**src/hw/timer16_regs.vh**
```
// Register offsets, fields and constants of the 16-bit pulse/capture timer
`ifndef TIMER16_REGS_VH
`define TIMER16_REGS_VH
`define OFF_CTRL 12'h000
`define OFF_CCA 12'h004
`define OFF_CCB 12'h008
`define OFF_COUNT 12'h00C
`define OFF_STATUS 12'h010
`define OFF_TRIG 12'h014
`define CTRL_MODE_LO 0
`define CTRL_MODE_HI 1
`define CTRL_FUNC_LO 2
`define CTRL_FUNC_HI 3
`define CTRL_CAPSEL 4
`define CTRL_EDGE_LO 5
`define CTRL_EDGE_HI 6
`define CTRL_EDGEB_LO 7
`define CTRL_EDGEB_HI 8
`define CTRL_WIDTH 9
`define CTRL_RESET 9'h000
`define MODE_STOP 2'h0
`define MODE_FREE 2'h1
`define MODE_CLR_EDGE 2'h2
`define MODE_CLR_MATCH 2'h3
`define FUNC_CAPTURE 2'h0
`define FUNC_PPG 2'h1
`define FUNC_ONESHOT 2'h2
`define FUNC_EVENT 2'h3
`define EDGE_FALL 2'h0
`define EDGE_RISE 2'h1
`define EDGE_NONE 2'h2
`define EDGE_BOTH 2'h3
`define CC_RESET 16'hFFFF
`define PRESCALE 4'h3
`endif

```
**src/hw/timer16_pulse_capture.v**
```verilog
// 16-bit timer/event counter with two capture/compare registers on APB
// What this block does and what it expects of software and the outside driver
// RL1 - Pulse mode period is reg_a+1 count clocks with active part reg_b+1 count clocks.
// RL2 - Software keeps 0 < reg_b < reg_a <= FFFF in pulse mode.
// RL3 - Software does not retrigger the one-shot while its pulse is active.
// RL4 - In soft-trigger one-shot, a valid edge on input a still restarts and fires a pulse.
// RL5 - Software never loads zero into either compare register for one-shot use.
// RL6 - Mode 00 means stopped and any nonzero mode starts counting at once.
// RL7 - The outside driver gives no new trigger edge while a one-shot pulse is active.
// RL8 - The first match after start may be one count clock early or late.
// RL9 - One-shot works only in free-running or clear-on-edge mode, never clear-on-match.
// RL10 - With capture select 1 and both edges on input a, reg_a does not capture.
// RL11 - With capture select 1, an edge on input b skips capture into reg_a but raises irq a.
// RL12 - Software rewrites compare registers only from the match service.
// RL13 - In pulse mode, a rewrite of reg_b while counting toggles the output pin at each rewrite.
// RL14 - Event counting begins only after two valid edges following start.
`timescale 1ns/100ps
`default_nettype none
`include "timer16_regs.vh"
module timer16_pulse_capture (
   input wire clock,
   input wire rst,
   input wire psel,
   input wire penable,
   input wire pwrite,
   input wire [11:0] paddr,
   input wire [31:0] pwdata,
   output reg [31:0] prdata,
   output reg pready,
   output reg pslverr,
   input wire trigger_capture_input_a,
   input wire capture_input_b,
   output reg timer_output_pin,
   output reg match_capture_irq_a,
   output reg match_irq_b
);
   reg [8:0] ctrl_reg;
   reg [15:0] compare_capture_reg_a;
   reg [15:0] compare_capture_reg_b;
   reg [15:0] timer_count_value;
   reg [1:0] sync_a_reg;
   reg [1:0] sync_b_reg;
   reg in_a_reg;
   reg in_b_reg;
   reg [3:0] presc_reg;
   reg oneshot_active_reg;
   reg [1:0] event_edges_reg;
   reg ovf_flag_reg;
   reg soft_trig_reg;
   wire [1:0] op_mode = ctrl_reg[`CTRL_MODE_HI:`CTRL_MODE_LO];
   wire [1:0] func = ctrl_reg[`CTRL_FUNC_HI:`CTRL_FUNC_LO];
   wire capture_source_select = ctrl_reg[`CTRL_CAPSEL];
   wire [1:0] edge_a = ctrl_reg[`CTRL_EDGE_HI:`CTRL_EDGE_LO];
   wire [1:0] edge_b = ctrl_reg[`CTRL_EDGEB_HI:`CTRL_EDGEB_LO];
   wire a_rise = sync_a_reg[1] & ~in_a_reg;
   wire a_fall = ~sync_a_reg[1] & in_a_reg;
   wire b_rise = sync_b_reg[1] & ~in_b_reg;
   wire b_fall = ~sync_b_reg[1] & in_b_reg;
   wire a_valid = (edge_a == `EDGE_RISE & a_rise) | (edge_a == `EDGE_FALL & a_fall) |
      (edge_a == `EDGE_BOTH & (a_rise | a_fall));
   wire b_valid = (edge_b == `EDGE_RISE & b_rise) | (edge_b == `EDGE_FALL & b_fall) |
      (edge_b == `EDGE_BOTH & (b_rise | b_fall));
   wire running = (op_mode != `MODE_STOP); // RL6
   wire tick = running & (presc_reg == `PRESCALE);
   wire wr = psel & penable & pwrite & pready;
   wire rd = psel & ~penable & ~pwrite;
   wire mode_wr = wr & (paddr == `OFF_CTRL);
   wire b_wr = wr & (paddr == `OFF_CCB);
   wire ev_mode = (func == `FUNC_EVENT);
   wire ev_ok = (event_edges_reg == 2'h2); // RL14
   wire cnt_step = ev_mode ? (a_valid & ev_ok) : tick;
   wire match_a = cnt_step & (timer_count_value == compare_capture_reg_a);
   wire match_b = cnt_step & (timer_count_value == compare_capture_reg_b);
   wire os_allowed = (op_mode == `MODE_FREE) | (op_mode == `MODE_CLR_EDGE); // RL9
   wire os_start = (func == `FUNC_ONESHOT) & os_allowed & (soft_trig_reg | a_valid); // RL4
   wire edge_clear = (op_mode == `MODE_CLR_EDGE) & a_valid & ~ev_mode;
   wire cap_a_en = (func == `FUNC_CAPTURE) & ~capture_source_select; // RL11
   wire cap_a_both = capture_source_select & (edge_a == `EDGE_BOTH); // RL10
   wire cap_b = (func == `FUNC_CAPTURE) & a_valid;
   wire [15:0] count_next = (match_a & (op_mode == `MODE_CLR_MATCH | func == `FUNC_PPG))
      ? 16'h0000 : timer_count_value + 16'h0001; // RL1
   always @(posedge clock) begin
      if (rst) begin
         sync_a_reg <= 2'h0;
         sync_b_reg <= 2'h0;
         in_a_reg <= 1'b0;
         in_b_reg <= 1'b0;
      end else begin
         sync_a_reg <= {sync_a_reg[0], trigger_capture_input_a};
         sync_b_reg <= {sync_b_reg[0], capture_input_b};
         in_a_reg <= sync_a_reg[1];
         in_b_reg <= sync_b_reg[1];
      end
   end
   // Count clock divider; restart on any mode write (RL8 one-count skew)
   always @(posedge clock) begin
      if (rst | ~running | mode_wr) begin
         presc_reg <= 4'h0; // RL8
      end else if (presc_reg == `PRESCALE) begin
         presc_reg <= 4'h0;
      end else begin
         presc_reg <= presc_reg + 4'h1;
      end
   end
   // Arming edges for event counting
   always @(posedge clock) begin
      if (rst | ~running | mode_wr) begin
         event_edges_reg <= 2'h0;
      end else if (ev_mode & a_valid & ~ev_ok) begin
         event_edges_reg <= event_edges_reg + 2'h1; // RL14
      end
   end
   // Timer counter
   always @(posedge clock) begin
      if (rst | ~running | mode_wr) begin
         timer_count_value <= 16'h0000;
      end else if (os_start | edge_clear) begin
         timer_count_value <= 16'h0000;
      end else if (cnt_step) begin
         timer_count_value <= count_next;
      end
   end
   // Control register and soft trigger strobe
   always @(posedge clock) begin
      if (rst) begin
         ctrl_reg <= `CTRL_RESET;
         soft_trig_reg <= 1'b0;
      end else begin
         soft_trig_reg <= wr & (paddr == `OFF_TRIG) & pwdata[0];
         if (mode_wr) begin
            ctrl_reg <= pwdata[8:0];
         end
      end
   end
   // Compare/capture register a
   always @(posedge clock) begin
      if (rst) begin
         compare_capture_reg_a <= `CC_RESET;
      end else if (wr & paddr == `OFF_CCA) begin
         compare_capture_reg_a <= pwdata[15:0];
      end else if (cap_a_en & b_valid & ~cap_a_both) begin
         compare_capture_reg_a <= timer_count_value; // RL10
      end
   end
   // Compare/capture register b
   always @(posedge clock) begin
      if (rst) begin
         compare_capture_reg_b <= `CC_RESET;
      end else if (b_wr) begin
         compare_capture_reg_b <= pwdata[15:0];
      end else if (cap_b) begin
         compare_capture_reg_b <= timer_count_value;
      end
   end
   // Overflow flag, set wins over clear
   always @(posedge clock) begin
      if (rst) begin
         ovf_flag_reg <= 1'b0;
      end else if (cnt_step & timer_count_value == 16'hFFFF) begin
         ovf_flag_reg <= 1'b1;
      end else if (wr & paddr == `OFF_STATUS & pwdata[0]) begin
         ovf_flag_reg <= 1'b0;
      end
   end
   // Output waveform and one-shot state
   always @(posedge clock) begin
      if (rst | ~running) begin
         timer_output_pin <= 1'b0;
         oneshot_active_reg <= 1'b0;
      end else begin
         if (b_wr & func == `FUNC_PPG)
            timer_output_pin <= ~timer_output_pin; // RL13
         else if (func == `FUNC_PPG) begin
            if (match_a)
               timer_output_pin <= 1'b1; // RL1
            else if (match_b)
               timer_output_pin <= 1'b0; // RL1
         end else if (func == `FUNC_ONESHOT) begin
            if (os_start)
               oneshot_active_reg <= 1'b1;
            else if (oneshot_active_reg & match_b)
               timer_output_pin <= 1'b1;
            else if (oneshot_active_reg & match_a) begin
               timer_output_pin <= 1'b0;
               oneshot_active_reg <= 1'b0;
            end
         end
      end
   end
   // Match pulses
   always @(posedge clock) begin
      if (rst | ~running) begin
         match_capture_irq_a <= 1'b0;
         match_irq_b <= 1'b0;
      end else begin
         match_capture_irq_a <= match_a | (capture_source_select & b_valid); // RL11
         match_irq_b <= match_b;
      end
   end
   // APB slave, zero wait states
   always @(posedge clock) begin
      if (rst) begin
         prdata <= 32'h00000000;
         pready <= 1'b0;
         pslverr <= 1'b0;
      end else begin
         pready <= psel & ~penable;
         pslverr <= psel & ~penable & (paddr > `OFF_TRIG | paddr[1:0] != 2'h0);
         if (rd) begin
            case (paddr)
               `OFF_CTRL: prdata <= {23'h000000, ctrl_reg};
               `OFF_CCA: prdata <= {16'h0000, compare_capture_reg_a};
               `OFF_CCB: prdata <= {16'h0000, compare_capture_reg_b};
               `OFF_COUNT: prdata <= {16'h0000, timer_count_value};
               `OFF_STATUS: prdata <= {29'h00000000, oneshot_active_reg, ev_ok, ovf_flag_reg};
               default: prdata <= 32'h00000000;
            endcase
         end
      end
   end
endmodule
`default_nettype wire

```
**config.mk**
```make
export PLATFORM = sky130hd
export DESIGN_NAME = timer16_pulse_capture
export DESIGN_NICKNAME = d
export VERILOG_FILES = /design/src/hw/timer16_pulse_capture.v
export VERILOG_INCLUDE_DIRS = /design/src /design/src/hw
export SDC_FILE = /design/constraint.sdc
export NUM_CORES = 1
export LEC_CHECK = 0
export BUFFER_PORTS_ARGS = -buffer_cell sky130_fd_sc_hd__buf_2
export CORE_ASPECT_RATIO = 0.6
export CORE_MARGIN = 2
export CORE_UTILIZATION = 61
export CTS_CLUSTER_SIZE = 16
export DETAILED_ROUTE_END_ITERATION = 10
export PLACE_DENSITY_LB_ADDON = 0.2
export SETUP_SLACK_MARGIN = 0.02
export SLEW_MARGIN = 20
export SYNTH_ARGS = -nofsm -noshare
export SYNTH_HDL_FRONTEND = slang
export SYNTH_SLANG_ARGS = --single-unit
```
**constraint.sdc**
```tcl
create_clock -name clock -period 4.4 [get_ports clock]
set_input_delay 0.22 -clock clock [delete_from_list [all_inputs] [get_ports clock]]
set_output_delay 0.22 -clock clock [all_outputs]
set_load 0.02 [all_outputs]
```
# Yosys cells after proc, flatten, opt, wreduce, memory -nomap -nowiden
# Index checks and enable logic that the tools add are counted.
# Widths: inputs -> output; s select.
dict set report word_totals {
  elab_cells 153
  regBits 109
}
dict set report classes {
  n_reduce_logical 16
  bitwise 72
  mux 19
  n_addsub 3
  eq_ne 23
  order_cmp 1
}
# cell n
set op_table {}
lappend op_table {{$mux 16} 5}
lappend op_table {{$pmux 16 s5} 1}
lappend op_table {{$and 1x1->1} 44}
lappend op_table {{$eq 16x16->1} 2}
lappend op_table {{$eq 12x4->1 const B} 2}
lappend op_table {{$eq 12x5->1 const B} 2}
lappend op_table {{$add 16x1->16 const B} 1}
lappend op_table {{$eq 16x16->1 const B} 1}
lappend op_table {{$eq 2x2->1 const B} 7}
lappend op_table {{$not 1->1} 14}
lappend op_table {{$or 1x1->1} 14}
lappend op_table {{$mux 1} 13}
lappend op_table {{$eq 12x3->1 const B} 1}
lappend op_table {{$gt 12x5->1 const B} 1}
lappend op_table {{$logic_not 12->1} 1}
lappend op_table {{$reduce_bool 2->1} 6}
lappend op_table {{$eq 2x1->1 const B} 4}
lappend op_table {{$logic_not 2->1} 3}
lappend op_table {{$reduce_and 5->1} 1}
lappend op_table {{$add 4x1->4 const B} 1}
lappend op_table {{$eq 4x2->1 const B} 1}
lappend op_table {{$ne 4x3->1 const B} 1}
lappend op_table {{$reduce_and 4->1} 1}
lappend op_table {{$reduce_bool 4->1} 1}
lappend op_table {{5 further kinds} 6}

# Longest topological paths before layout
dict set report logic_depth {
  word_depth 15
  depth_mapped 10
}

# Worst setup path before layout
# OpenSTA, ideal clock, no wires.
dict set report synth_timing {
  kind {register to register}
  startpoint {register sync_a_reg[1]}
  endpoint {register compare_capture_reg_b[1]}
  arrival_ps 1919
  path_buffers 2
  slack_ps 2361
  stages_incl_launch_ff 11
  setup_time_ps 120
  cell_sequence {dfxtp_1 -> inv_1 -> ha_1 -> nand2_1 -> a32oi_2 -> nand2b_1 -> buf_4 -> buf_6 -> mux2i_1 -> a21oi_1 -> or2_1}
}
dict set report synth_between {
  elab_chain_cells 7
  elab_cells_between_ends 11
  cone_classes {bitwise (10); reduce/logical (1)}
}
# element line
set synth_rtl {}
lappend synth_rtl {{start: declaration} timer16_pulse_capture.v:41} ;# reg [1:0] sync_a_reg;
lappend synth_rtl {{start signal: assignment} timer16_pulse_capture.v:89} ;# sync_a_reg <= {sync_a_reg[0], trigger_capture_input_a};
lappend synth_rtl {{$not 1->1} timer16_pulse_capture.v:56} ;# wire a_fall = ~sync_a_reg[1] & in_a_reg;
lappend synth_rtl {{$and 1x1->1} timer16_pulse_capture.v:56}
lappend synth_rtl {{$and 1x1->1 or $or 1x1->1 (tied branches)} {timer16_pulse_capture.v:59, timer16_pulse_capture.v:60}}
lappend synth_rtl {{$or 1x1->1 or $and 1x1->1 (tied branches)} {timer16_pulse_capture.v:59, timer16_pulse_capture.v:60}}
lappend synth_rtl {{$or 1x1->1 *} timer16_pulse_capture.v:59} ;# wire a_valid = (edge_a == `EDGE_RISE & a_rise) | (edge_a == `EDGE_FALL & a_fall) |
lappend synth_rtl {{$and 1x1->1 *} timer16_pulse_capture.v:79} ;# wire cap_b = (func == `FUNC_CAPTURE) & a_valid;
lappend synth_rtl {{$reduce_bool 2->1 (no source line) *} --}
lappend synth_rtl {{end signal: assignment} timer16_pulse_capture.v:148} ;# compare_capture_reg_b <= `CC_RESET;
lappend synth_rtl {{end signal: assignment} timer16_pulse_capture.v:150} ;# compare_capture_reg_b <= pwdata[15:0];
lappend synth_rtl {{end signal: assignment} timer16_pulse_capture.v:152} ;# compare_capture_reg_b <= timer_count_value;
lappend synth_rtl {{end: declaration} timer16_pulse_capture.v:39} ;# reg [15:0] compare_capture_reg_b;
# Mark *: on every way between the ends. The rest lies on a longest branch, timed or not.
# A chain may end at the register's enable or synchronous reset.

# Worst setup path after layout
dict set report layout_timing {
  startpoint {register sync_a_reg[1]}
  endpoint {register compare_capture_reg_b[11]}
}
# The elaborated chain is that of the path after synthesis.

==> metrics.cfg <==
[drt]
met1_length_microns = 6350
remaining_drc_errors = 0
routed_via_density = 5.76
drtIter0Drc = 390
via_count = 4358
postRouteAntennaNets = 0
drt_pass1_iterations = 5
dr_wl_met2_microns = 5540
routed.top_layer = met4
wl_per_cell_microns = 17.5
wl_microns = 13200
wl_met3_microns = 1200

[place]
place.gp.congestion = 0.870
port_buffers = 55
hpwlAfterDp_microns = 9350
dp_slack_ps = 2030

[power_and_ir_drop]
peakVddDrop_uv = 197
p_leak_nw = 2.32
clkPwrFrac = 0.442
cell_internal_pwr_mw = 1.38
seqPwrFrac = 0.478
power.density_nw_per_um2 = 316
switching_share = 0.242
p_switching_mw = 0.440
pwr-share-comb = 0.081

[final_layout]
drive_gt1_frac = 0.169
fillers = 681
final_cell_mix = dfxtp_1, nor2_1, buf_2
nets = 704
final_util = 0.678
syn2layout_area_growth_pct = 8.13
num_antenna_cells = 0
final_common_cell = dfxtp_1

[die]
die_y_microns = 76.4
start_util = 0.627
die_area_sq_um = 9520
die_x_microns = 125
rows = 26
core_sq_um = 8490
io_pins = 88

[sta]
worst_pin_slew_ps = 952
hold_viol = 0
drv_slew = 0
rsz0062_at_grt = false
finalCriticalPeriod_ps = 2400
worst_clock_skew_ps = 7.35
max_freq_ghz = 0.416
maxSlewHeadroom = 0.365
setup_viol = 0
period_share = 0.546
layout_setup_ws_ps = 2000
setup_tns_ps = 0

[critical_path]
crit_fanout = 16
critPathLaunchType = register
cp_data_arrival_time_ps = 2640
cp-end-kind = register
path_class = register to register
worstPathRequired_ps = 4640

[logic_synthesis]
synth.area.top_cells = dfxtp_1, xnor2_1, nor2_1
yosys_warnings = 0
ys_ff_latch = 93
syn_inst = 617
ys_types = 69
synth_top_flop_cell = dfxtp_1
synth_async_sr_flop_share = 0
synth_area_sq_um = 5320
synth_edf_count = 0
synth_top_area_cell = dfxtp_1
syn_area_per_cell_sq_um = 8.63
synth_seq_area_share = 0.350
synth_top_area_frac = 0.350

[clock_network]
root_buffer = clkbuf_16
cts_hold_buf = 0
htreeDepth = 3
max-clock-path-buffers = 2
cts_buffers = 9
cts_tree = yes
insertion_delay_ps = 350
cts.sinks = 93
cts.repair.resized = 0
clk_pin_slew_worst_paths_ps = 70
postCtsSetupBuffers = 0

[grt]
grt_pass1_wl_microns = 21100
grt_usage = 0.281
grt_overflow = 0
grt_pass1_vias = 4074
grt_max_degree = 58
antenna_found_initial = 0

[job]
cap_violations = 0

[outcome]
status = completed

[min_path]
holdCritPathClass = primary input to register

-- power groups by stage --
stage | logic (mW) | registers (mW) | clock network (mW)
2_1_floorplan | 0.108 | 0.886 | 0
3_3_place_gp | 0.140 | 0.886 | 0
3_5_place_dp | 0.143 | 0.886 | 0
4_1_cts | 0.144 | 0.867 | 0.815
5_1_grt | 0.157 | 0.869 | 0.852
6_report | 0.147 | 0.868 | 0.803
-- synthesized netlist by cell type, drive strengths merged, types with 2 or more instances --
cell type and number:
a211o 2, a211oi 18, a21oi 31, a22oi 7
a311oi 3, a31oi 4, a32oi 2, and2 2
and3 6, and4 5, buf 33, clkbuf 29
dfxtp 93, ha 14, inv 20, mux2 8
mux2i 19, mux4 6, nand2 51, nand2b 7
nand3 19, nand3b 3, nand4 16, nor2 74
nor2b 21, nor3 2, nor3b 3, nor4 4
o21ai 17, o21bai 16, o41ai 2, or2 19
or3b 2, xnor2 37, xor2 11
-- worst max-delay path: stages, from the launching register on --
cell and delay, ps:
dfxtp_1 340, inv_1 60, ha_1 270, nand2_1 120, a32oi_2 360, nand2b_1 160, buf_4 330, mux2i_1 280
a21oi_1 100, or2_2 280
-- per-layer routing --
layer,up-vias,global-route usage
met1,2043,0.416
met4,0,0.0640
met3,13,0.0864
li1,2120,-
met2,182,0.402
met5,-,0
-- cells by family after synthesis --
family / share of synthesized area
mux: 0.0780
flops: 0.350
simple gates: 0.231
buf+inv: 0.0846
other cells: 0.000704
compound gates: 0.144
fa+ha+maj: 0.0329
xor+xnor: 0.0790
-- path summary, 6_finish.rpt --
path / to / start / slack, ps / cells past startpoint
max: compare_capture_reg_b[11] / sync_a_reg[1] / 2000 / 9
min: sync_a_reg[0] / trigger_capture_input_a / 90 / 2
max reg2reg: compare_capture_reg_b[11] / sync_a_reg[1] / 2000 / 9
min reg2reg: prdata[3] / prdata[3] / 450 / 2
-- layout make-up --
type                       instances  area (sq um)  share of cell area
sequential                        93          1860               0.323
inverter                          20          75.1              0.0130
timing repair buffer              58           298              0.0517
clock buffer                      10           239              0.0415
multi-input combinational        457          3070               0.534
tap                              112           140              0.0243
clock inverter                     6          68.8              0.0120
-- per-stage QoR --
step | std cells | hold slack (ps) | power, mW | area [sq um]
final | 756 | 85.6 | 1.82 | 5760
after global routing | 756 | 79.2 | 1.88 | 5760
after CTS | 756 | 78.3 | 1.83 | 5760
after detailed placement | 740 | 433 | 1.03 | 5450
after global placement | 740 | 422 | 1.03 | 5450
after floorplan | 632 | 348 | 0.994 | 5380
(Power assumes the default switching activity.)
